File: config.mk
export PLATFORM = sky130hd
export DESIGN_NAME = ext_swap_skip_table_xor_exec
export DESIGN_NICKNAME = d
export VERILOG_FILES = /design/src/ext_exec_pkg.sv /design/src/ext_swap_skip_table_xor_exec.sv
export SDC_FILE = /design/constraint.sdc
export NUM_CORES = 1
export LEC_CHECK = 0
export BUFFER_PORTS_ARGS = -buffer_cell sky130_fd_sc_hd__buf_4
export CORE_ASPECT_RATIO = 0.5
export CORE_MARGIN = 2
export CORE_UTILIZATION = 45
export DETAILED_ROUTE_END_ITERATION = 16
export PLACE_DENSITY_LB_ADDON = 0.3
export SYNTH_ARGS = -nofsm -noshare
export SYNTH_HDL_FRONTEND = slang
export SYNTH_SLANG_ARGS = --single-unit
File: constraint.sdc
create_clock -name aclk -period 2.1 [get_ports aclk]
set_input_delay 0.525 -clock aclk [delete_from_list [all_inputs] [get_ports aclk]]
set_output_delay 0.525 -clock aclk [all_outputs]
set_load 0.03 [all_outputs]
File: src/ext_exec_pkg.sv
// Constants and types for the extended-instruction execution block
package ext_exec_pkg;

  // ----------------------------------------------------------------
  // Widths
  // ----------------------------------------------------------------
  localparam int BYTE_W = 8;
  localparam int NIBBLE_W = 4;
  localparam int PWORD_W = 16;
  localparam int PADDR_W = 16;
  localparam int AXI_AW = 5;

  // ----------------------------------------------------------------
  // Register offsets (byte addresses)
  // ----------------------------------------------------------------
  localparam logic [AXI_AW-1:0] ACC_OFS = 5'h00;
  localparam logic [AXI_AW-1:0] PTR_LOWER_OFS = 5'h04;
  localparam logic [AXI_AW-1:0] PTR_UPPER_OFS = 5'h08;
  localparam logic [AXI_AW-1:0] HIGH_LATCH_OFS = 5'h0c;
  localparam logic [AXI_AW-1:0] STATUS_OFS = 5'h10;

  // Status fields
  localparam int STAT_NULL_BIT = 0;
  localparam int STAT_BUSY_BIT = 1;

  // Reset value, zero constant and pointer step
  localparam logic [BYTE_W-1:0] BYTE_RST = 8'h00;
  localparam logic [BYTE_W-1:0] BYTE_ZERO = 8'h00;
  localparam logic [BYTE_W-1:0] PTR_STEP = 8'h01;
  // Final program page: upper pointer bits all ones
  localparam logic [BYTE_W-1:0] FINAL_PAGE = 8'hff;

  // AXI responses
  localparam logic [1:0] RESP_OKAY = 2'h0;
  localparam logic [1:0] RESP_SLVERR = 2'h2;

  // ----------------------------------------------------------------
  // Operations and sequencer states
  // ----------------------------------------------------------------
  typedef enum logic [3:0] {
    nibble_exchange_in_place,
    nibble_exchange_to_accumulator,
    skip_on_null_value,
    skip_on_null_with_move,
    skip_on_null_bit,
    table_fetch_chosen_page,
    table_fetch_final_page,
    table_fetch_chosen_page_preinc,
    table_fetch_final_page_preinc,
    exclusive_or_into_accumulator,
    exclusive_or_into_memory
  } ext_op_t;

  typedef enum logic [1:0] {
    st_idle,
    st_exec,
    st_commit,
    st_dummy
  } seq_state_t;

endpackage

File: src/ext_swap_skip_table_xor_exec.sv
// Execution unit for nibble swap, zero skip, table read and XOR operations
//
// Decided for this implementation: the placing of the registers and the AXI4-Lite register port.
`timescale 1ns/1ps

// Operation
// - In-place swap writes the byte back with nibbles exchanged, no flags.
// - Accumulator swap loads the exchanged byte into ACC, memory intact.
// - Byte skip reads, rewrites the same byte and skips when it is zero.
// - A taken skip adds one dummy cycle, three cycles in all.
// - Skip-with-move copies the byte to ACC and skips when it is zero.
// - Bit skip tests the selected bit and skips when it is zero.
// - A nonzero tested value or bit continues with no skip.
// - Chosen-page table read uses both pointers, low byte to memory.
// - Final-page table read uses the final page and the lower pointer.
// - Chosen-page preincrement read bumps the lower pointer first.
// - Final-page preincrement read bumps first; table reads keep flags.
// - XOR into ACC stores ACC^byte in ACC, updating only null flag.
// - XOR into memory stores ACC^byte in the byte, only null flag.
module ext_swap_skip_table_xor_exec
  import ext_exec_pkg::*;
#(
  parameter int DADDR_W = 8
) (
  input wire logic aclk,
  input wire logic aresetn,
  // Core issue port
  input wire logic issue_valid,
  output logic issue_ready,
  input wire ext_op_t issue_op,
  input wire logic [DADDR_W-1:0] issue_addr,
  input wire logic [2:0] issue_bit,
  output logic done,
  output logic skip_next,
  output logic dummy_cycle,
  // Data memory, combinational read
  output logic dm_rd_en,
  output logic [DADDR_W-1:0] dm_addr,
  input wire logic [BYTE_W-1:0] dm_rdata,
  output logic dm_we,
  output logic [BYTE_W-1:0] dm_wdata,
  // Program memory, combinational read
  output logic pm_rd_en,
  output logic [PADDR_W-1:0] pm_addr,
  input wire logic [PWORD_W-1:0] pm_rdata,
  // AXI4-Lite slave
  input wire logic [AXI_AW-1:0] s_axi_awaddr,
  input wire logic s_axi_awvalid,
  output logic s_axi_awready,
  input wire logic [31:0] s_axi_wdata,
  input wire logic [3:0] s_axi_wstrb,
  input wire logic s_axi_wvalid,
  output logic s_axi_wready,
  output logic [1:0] s_axi_bresp,
  output logic s_axi_bvalid,
  input wire logic s_axi_bready,
  input wire logic [AXI_AW-1:0] s_axi_araddr,
  input wire logic s_axi_arvalid,
  output logic s_axi_arready,
  output logic [31:0] s_axi_rdata,
  output logic [1:0] s_axi_rresp,
  output logic s_axi_rvalid,
  input wire logic s_axi_rready
);

  // ----------------------------------------------------------------
  // Declarations
  // ----------------------------------------------------------------
  seq_state_t state, next_state;
  ext_op_t op, next_op;
  logic [2:0] bit_sel, next_bit_sel;
  logic [BYTE_W-1:0] acc, next_acc;
  logic [BYTE_W-1:0] ptr_lower, next_ptr_lower;
  logic [BYTE_W-1:0] ptr_upper, next_ptr_upper;
  logic [BYTE_W-1:0] high_latch, next_high_latch;
  logic null_flag, next_null_flag;
  logic next_done, next_skip, next_dummy;
  logic next_dm_rd, next_dm_we, next_pm_rd;
  logic [DADDR_W-1:0] next_dm_addr;
  logic [BYTE_W-1:0] next_dm_wdata;
  logic [PADDR_W-1:0] next_pm_addr;
  logic [BYTE_W-1:0] rd_swap, xor_res, ptr_use;
  logic is_table, is_preinc, is_final;
  logic wr_fire, wr_low, rd_fire;
  logic next_bvalid, next_rvalid;
  logic [1:0] next_bresp, next_rresp;
  logic [31:0] next_rdata;

  assign rd_swap = {dm_rdata[NIBBLE_W-1:0], dm_rdata[BYTE_W-1:NIBBLE_W]};
  assign xor_res = acc ^ dm_rdata;
  assign issue_ready = (state == st_idle);
  assign is_table = (issue_op == table_fetch_chosen_page) ||
                    (issue_op == table_fetch_final_page) ||
                    (issue_op == table_fetch_chosen_page_preinc) ||
                    (issue_op == table_fetch_final_page_preinc);
  assign is_preinc = (issue_op == table_fetch_chosen_page_preinc) ||
                     (issue_op == table_fetch_final_page_preinc);
  assign is_final = (issue_op == table_fetch_final_page) ||
                    (issue_op == table_fetch_final_page_preinc);

  // ----------------------------------------------------------------
  // Sequencer and datapath
  // ----------------------------------------------------------------
  always_comb begin
    next_state = state;
    next_op = op;
    next_bit_sel = bit_sel;
    next_acc = acc;
    next_ptr_lower = ptr_lower;
    next_ptr_upper = ptr_upper;
    next_high_latch = high_latch;
    next_null_flag = null_flag;
    next_done = 1'b0;
    next_skip = 1'b0;
    next_dummy = 1'b0;
    next_dm_rd = 1'b0;
    next_dm_we = 1'b0;
    next_pm_rd = 1'b0;
    next_dm_addr = dm_addr;
    next_dm_wdata = dm_wdata;
    next_pm_addr = pm_addr;
    ptr_use = ptr_lower;
    // Software writes first so a same-cycle hardware update wins
    if (wr_low && s_axi_awaddr == ACC_OFS) begin
      next_acc = s_axi_wdata[BYTE_W-1:0];
    end
    if (wr_low && s_axi_awaddr == PTR_LOWER_OFS) begin
      next_ptr_lower = s_axi_wdata[BYTE_W-1:0];
    end
    if (wr_low && s_axi_awaddr == PTR_UPPER_OFS) begin
      next_ptr_upper = s_axi_wdata[BYTE_W-1:0];
    end
    unique case (state)
      st_idle: begin
        if (issue_valid) begin
          next_op = issue_op;
          next_bit_sel = issue_bit;
          next_dm_addr = issue_addr;
          next_state = st_exec;
          if (is_table) begin
            if (is_preinc) begin
              ptr_use = ptr_lower + PTR_STEP;
              next_ptr_lower = ptr_use;
            end
            if (is_final) begin
              next_pm_addr = {FINAL_PAGE, ptr_use};
            end else begin
              next_pm_addr = {ptr_upper, ptr_use};
            end
            next_pm_rd = 1'b1;
          end else begin
            next_dm_rd = 1'b1;
          end
        end
      end
      st_exec: begin
        next_state = st_commit;
        unique case (op)
          nibble_exchange_in_place: begin
            next_dm_we = 1'b1;
            next_dm_wdata = rd_swap;
          end
          nibble_exchange_to_accumulator: begin
            next_acc = rd_swap;
          end
          skip_on_null_value: begin
            next_dm_we = 1'b1;
            next_dm_wdata = dm_rdata;
            next_skip = (dm_rdata == BYTE_ZERO);
          end
          skip_on_null_with_move: begin
            next_acc = dm_rdata;
            next_skip = (dm_rdata == BYTE_ZERO);
          end
          skip_on_null_bit: begin
            next_skip = ~dm_rdata[bit_sel];
          end
          exclusive_or_into_accumulator: begin
            next_acc = xor_res;
            next_null_flag = (xor_res == BYTE_ZERO);
          end
          exclusive_or_into_memory: begin
            next_dm_we = 1'b1;
            next_dm_wdata = xor_res;
            next_null_flag = (xor_res == BYTE_ZERO);
          end
          default: begin
            // Table fetches: low byte to memory, high byte to the latch
            next_dm_we = 1'b1;
            next_dm_wdata = pm_rdata[BYTE_W-1:0];
            next_high_latch = pm_rdata[PWORD_W-1:BYTE_W];
          end
        endcase
        next_done = ~next_skip;
      end
      st_commit: begin
        // The dummy slot covers the fetch of the instruction being skipped
        next_state = skip_next ? st_dummy : st_idle;
        next_dummy = skip_next;
        next_done = skip_next;
      end
      st_dummy: begin
        next_state = st_idle;
      end
    endcase
  end

  always_ff @(posedge aclk) begin
    if (!aresetn) begin
      state <= st_idle;
      op <= nibble_exchange_in_place;
      bit_sel <= 3'h0;
      acc <= BYTE_RST;
      ptr_lower <= BYTE_RST;
      ptr_upper <= BYTE_RST;
      high_latch <= BYTE_RST;
      null_flag <= 1'b0;
      done <= 1'b0;
      skip_next <= 1'b0;
      dummy_cycle <= 1'b0;
      dm_rd_en <= 1'b0;
      dm_we <= 1'b0;
      pm_rd_en <= 1'b0;
      dm_addr <= '0;
      dm_wdata <= BYTE_RST;
      pm_addr <= '0;
    end else begin
      state <= next_state;
      op <= next_op;
      bit_sel <= next_bit_sel;
      acc <= next_acc;
      ptr_lower <= next_ptr_lower;
      ptr_upper <= next_ptr_upper;
      high_latch <= next_high_latch;
      null_flag <= next_null_flag;
      done <= next_done;
      skip_next <= next_skip;
      dummy_cycle <= next_dummy;
      dm_rd_en <= next_dm_rd;
      dm_we <= next_dm_we;
      pm_rd_en <= next_pm_rd;
      dm_addr <= next_dm_addr;
      dm_wdata <= next_dm_wdata;
      pm_addr <= next_pm_addr;
    end
  end

  // ----------------------------------------------------------------
  // AXI4-Lite slave
  // ----------------------------------------------------------------
  // Address and data are taken together; one response is outstanding
  assign wr_fire = s_axi_awvalid && s_axi_wvalid && !s_axi_bvalid;
  assign wr_low = wr_fire && s_axi_wstrb[0];
  assign s_axi_awready = wr_fire;
  assign s_axi_wready = wr_fire;
  assign s_axi_arready = !s_axi_rvalid;
  assign rd_fire = s_axi_arvalid && !s_axi_rvalid;

  always_comb begin
    next_bvalid = s_axi_bvalid && !s_axi_bready;
    next_bresp = s_axi_bresp;
    next_rvalid = s_axi_rvalid && !s_axi_rready;
    next_rresp = s_axi_rresp;
    next_rdata = s_axi_rdata;
    if (wr_fire) begin
      next_bvalid = 1'b1;
      next_bresp = (s_axi_awaddr > STATUS_OFS ||
                    s_axi_awaddr[1:0] != 2'h0) ? RESP_SLVERR : RESP_OKAY;
    end
    if (rd_fire) begin
      next_rvalid = 1'b1;
      next_rresp = RESP_OKAY;
      next_rdata = '0;
      unique case (s_axi_araddr)
        ACC_OFS: next_rdata[BYTE_W-1:0] = acc;
        PTR_LOWER_OFS: next_rdata[BYTE_W-1:0] = ptr_lower;
        PTR_UPPER_OFS: next_rdata[BYTE_W-1:0] = ptr_upper;
        HIGH_LATCH_OFS: next_rdata[BYTE_W-1:0] = high_latch;
        STATUS_OFS: begin
          next_rdata[STAT_NULL_BIT] = null_flag;
          next_rdata[STAT_BUSY_BIT] = (state != st_idle);
        end
        default: next_rresp = RESP_SLVERR;
      endcase
    end
  end

  always_ff @(posedge aclk) begin
    if (!aresetn) begin
      s_axi_bvalid <= 1'b0;
      s_axi_bresp <= RESP_OKAY;
      s_axi_rvalid <= 1'b0;
      s_axi_rresp <= RESP_OKAY;
      s_axi_rdata <= '0;
    end else begin
      s_axi_bvalid <= next_bvalid;
      s_axi_bresp <= next_bresp;
      s_axi_rvalid <= next_rvalid;
      s_axi_rresp <= next_rresp;
      s_axi_rdata <= next_rdata;
    end
  end
endmodule // ext_swap_skip_table_xor_exec

==> impl_metrics.toml <==
[run_status]
status = "finished, final reports clean"

[worst_setup_path]
reg2reg_slack_ns = 0.28
arrival_ns = 2.28
crit_type = "input pin to flop"
reg2reg_from = "op[3]"
crit_fanout = 8
reg2reg_depth = 5
cp_top_family = "simple AND/OR/NAND/NOR gates"
slowest_delay_ns = 0.73
path_cells = "buf_4 > or4b_2 > nor2_1 > nand2_2 > mux2i_1 > a211oi_1"
crit_cells = 6
startpoint = "s_axi_awaddr[1]"
worstSetupEndpointType = "flop"
slowest_stage = "or4b_2"
cp-start-kind = "input pin"
required_ns = 2.36
cp.buffers_inverters = 1
worstReg2RegEnd = "acc[7]"

[cts]
holdBufCountCts = 0
cts_setup_buffers = 0
clockBufferDepth = 2
htree_levels = 3
numCtsBuffers = 9
insertion_delay_ns = 0.35
cts_root_buf = "clkbuf_16"
cts_tree = "done"
cts.sinks = 92
clk_pin_slew_ns = 0.07
cts_resized = 0

[timing]
rsz0062_at_grt = "false"
slew_viol_final = 0
max_freq_ghz = 0.4965
fin_skew_ns = 0.006593
finalWorstSetupSlack_ns = 0.08602
timing.slew.headroom_pct = 63.74
setup_viol = 0
min_period_over_period_pct = 95.90
timing.hold.ws_ns = 0.3514
worst_pin_slew_ns = 0.5432
finalHoldViolations = 0
finalCriticalPeriod_ns = 2.014

[min_path]
hold_start = "s_axi_rready"
hold_class = "input pin to flop"
worstHoldEndpoint = "s_axi_rvalid"
hold_depth = 2

[floorplanning]
core_um2 = 10310
rows = 26
ios = 173
die_w_um = 150.4
die_area_um2 = 11620
start_util_pct = 46.78
dieHeight_um = 77.22

[placed_design]
place_ws_ns = -0.2229
gp_congestion = 0.8896
placed_cell_area_um2 = 5776
portBuffers = 119
hpwl_mm = 9.670

[logic_synthesis]
avgSynthCellArea_um2 = 8.347
synth-seq-cells = 92
synth_cells = 578
yosysSeqAreaShare_pct = 38.17
synth_ff_type = "dfxtp_1"
async_reset_ff_share_pct = 0
synth_edf_count = 0
synth_area_um2 = 4825
ys_warn_count = 0
synth_cell_type_count = 57

[grt]
antenna_found_initial = 0
grt_first_pass_wirelength_mm = 20.83
grt_overflow = 0
grt_util_all_layers_pct = 22.72
grt_max_degree = 68
grt_pass1_vias = 4128

[routing]
viasPerCell = 5.466
drt_iter0_drc = 278
avgRoutedWirePerCell_um = 15.75
dr.pass1.iters = 6
routed_wl_mm = 13.03
final_antenna_net_count = 0
vias = 4520
drc = 0

[power]
clkPwrFrac_pct = 35.5
internal-power_mw = 3.093
switchingPower_mw = 1.444
p_comb_share_pct = 22.1
power.density_nw_per_um2 = 747.9
p_total_mw = 4.538
switching_share_pct = 31.83
power_leakage_nw = 2.622
vdd_drop_max_mv = 0.3993
seqPwrFrac_pct = 42.3

[layout]
fin_nets = 780
diodes = 0
syn_to_final_growth_pct = 25.75
final_cell_mix = "buf_4 (135), dfxtp_1 (92), nand2_1 (73)"
fin_area_um2 = 6067
drive_gt1_share_pct = 25.62
fillers = 949
layout_commonest_cell = "buf_4"

[run]
cap_viol_max_count = 0
flip-flops by register name, summed over array words and instances (netlist names), 2 cells and up:
name	count
s_axi_rdata	8
op	4
ptr_lower	8
high_latch	8
dm_addr	8
acc	8
state	2
pm_addr	16
dm_wdata	8
bit_sel	3
ptr_upper	8
worst register-to-register path: cells and delay by family (launching register included):
family           cells  cell delay (ns)
AND/OR/NAND/NOR      3             0.81
flip-flops           1             0.66
AO/OA/AOI/OAI        2             0.27
cells in the mapped netlist (5+ instances only):
cell type  number  area share, %
a211oi_1       20            3.1
a21oi_1        47            4.9
a22oi_1        10            1.6
and2_1          5           0.65
and3_1          5           0.65
buf_4          27            4.2
clkbuf_1       33            2.6
dfxtp_1        92             38
ha_1            5            1.3
inv_1           7           0.54
mux2i_1        47            9.8
nand2_1        73            5.7
nand2b_1        6           0.78
nand3_1        12            1.2
nor2_1         53            4.1
nor2b_1         6           0.78
nor3_1          5           0.52
nor4b_1         5           0.91
o211ai_1        8            1.2
o21ai_0        36            3.7
o221a_2         8            1.9
o22ai_1         9            1.2
xnor2_1        12            2.2
metal layers:
layer	wire length [um]	vias up	GRT usage (%)
li1	-	2206	-
met4	89	0	5.094
met3	1299	9	6.190
met2	5519	202	32.86
met5	0	-	0
met1	6120	2103	33.38
layout make-up:
class | count | area (um^2) | area share (%)
clock buffer | 10 | 239.0 | 3.939
clock inverter | 6 | 52.55 | 0.8662
inverter | 8 | 30.03 | 0.4949
multi-input combinational | 433 | 2655 | 43.76
sequential | 92 | 1842 | 30.36
tap | 140 | 175.2 | 2.887
timing repair buffer | 138 | 1074 | 17.69
power groups by stage:
| stage | registers [mW] | logic [mW] | clock network [mW] |
|---|---|---|---|
| finish | 1.92 | 1.00 | 1.61 |
| global route | 1.94 | 1.08 | 1.71 |
| CTS | 1.92 | 1.00 | 1.64 |
| detailed placement | 1.96 | 1.00 | 0 |
| global placement | 1.96 | 0.984 | 0 |
| floorplan | 2.06 | 0.564 | 0 |
kinds of logic after synthesis:
logic type,synth area share (%)
AO/OA/AOI/OAI,19.97
XOR/XNOR,2.360
adder cells (fa/ha/maj),1.297
buffers and inverters,8.740
flip-flops,38.17
multiplexers,10.22
other,0.07773
AND/OR/NAND/NOR,19.17
worst max path at each step:
stage | to | slack (ns)
after floorplan | ptr_lower[0] | 0.04
after global placement | acc[1] | -0.17
after detailed placement | acc[6] | -0.22
after CTS | acc[6] | 0.11
after global routing | acc[6] | 0.01
final | acc[3] | 0.09
per-stage QoR:
| step | instances | util [%] | TNS (ns) |
|---|---|---|---|
| 2_1_floorplan | 603 | - | 0 |
| 3_3_place_gp | 811 | 56.01 | -2.525 |
| 3_5_place_dp | 811 | 56.01 | -3.426 |
| 4_1_cts | 827 | 58.83 | 0 |
| 5_1_grt | 827 | 58.83 | 0 |
| 6_report | 827 | 58.83 | 0 |
(Power assumes the default switching activity.)
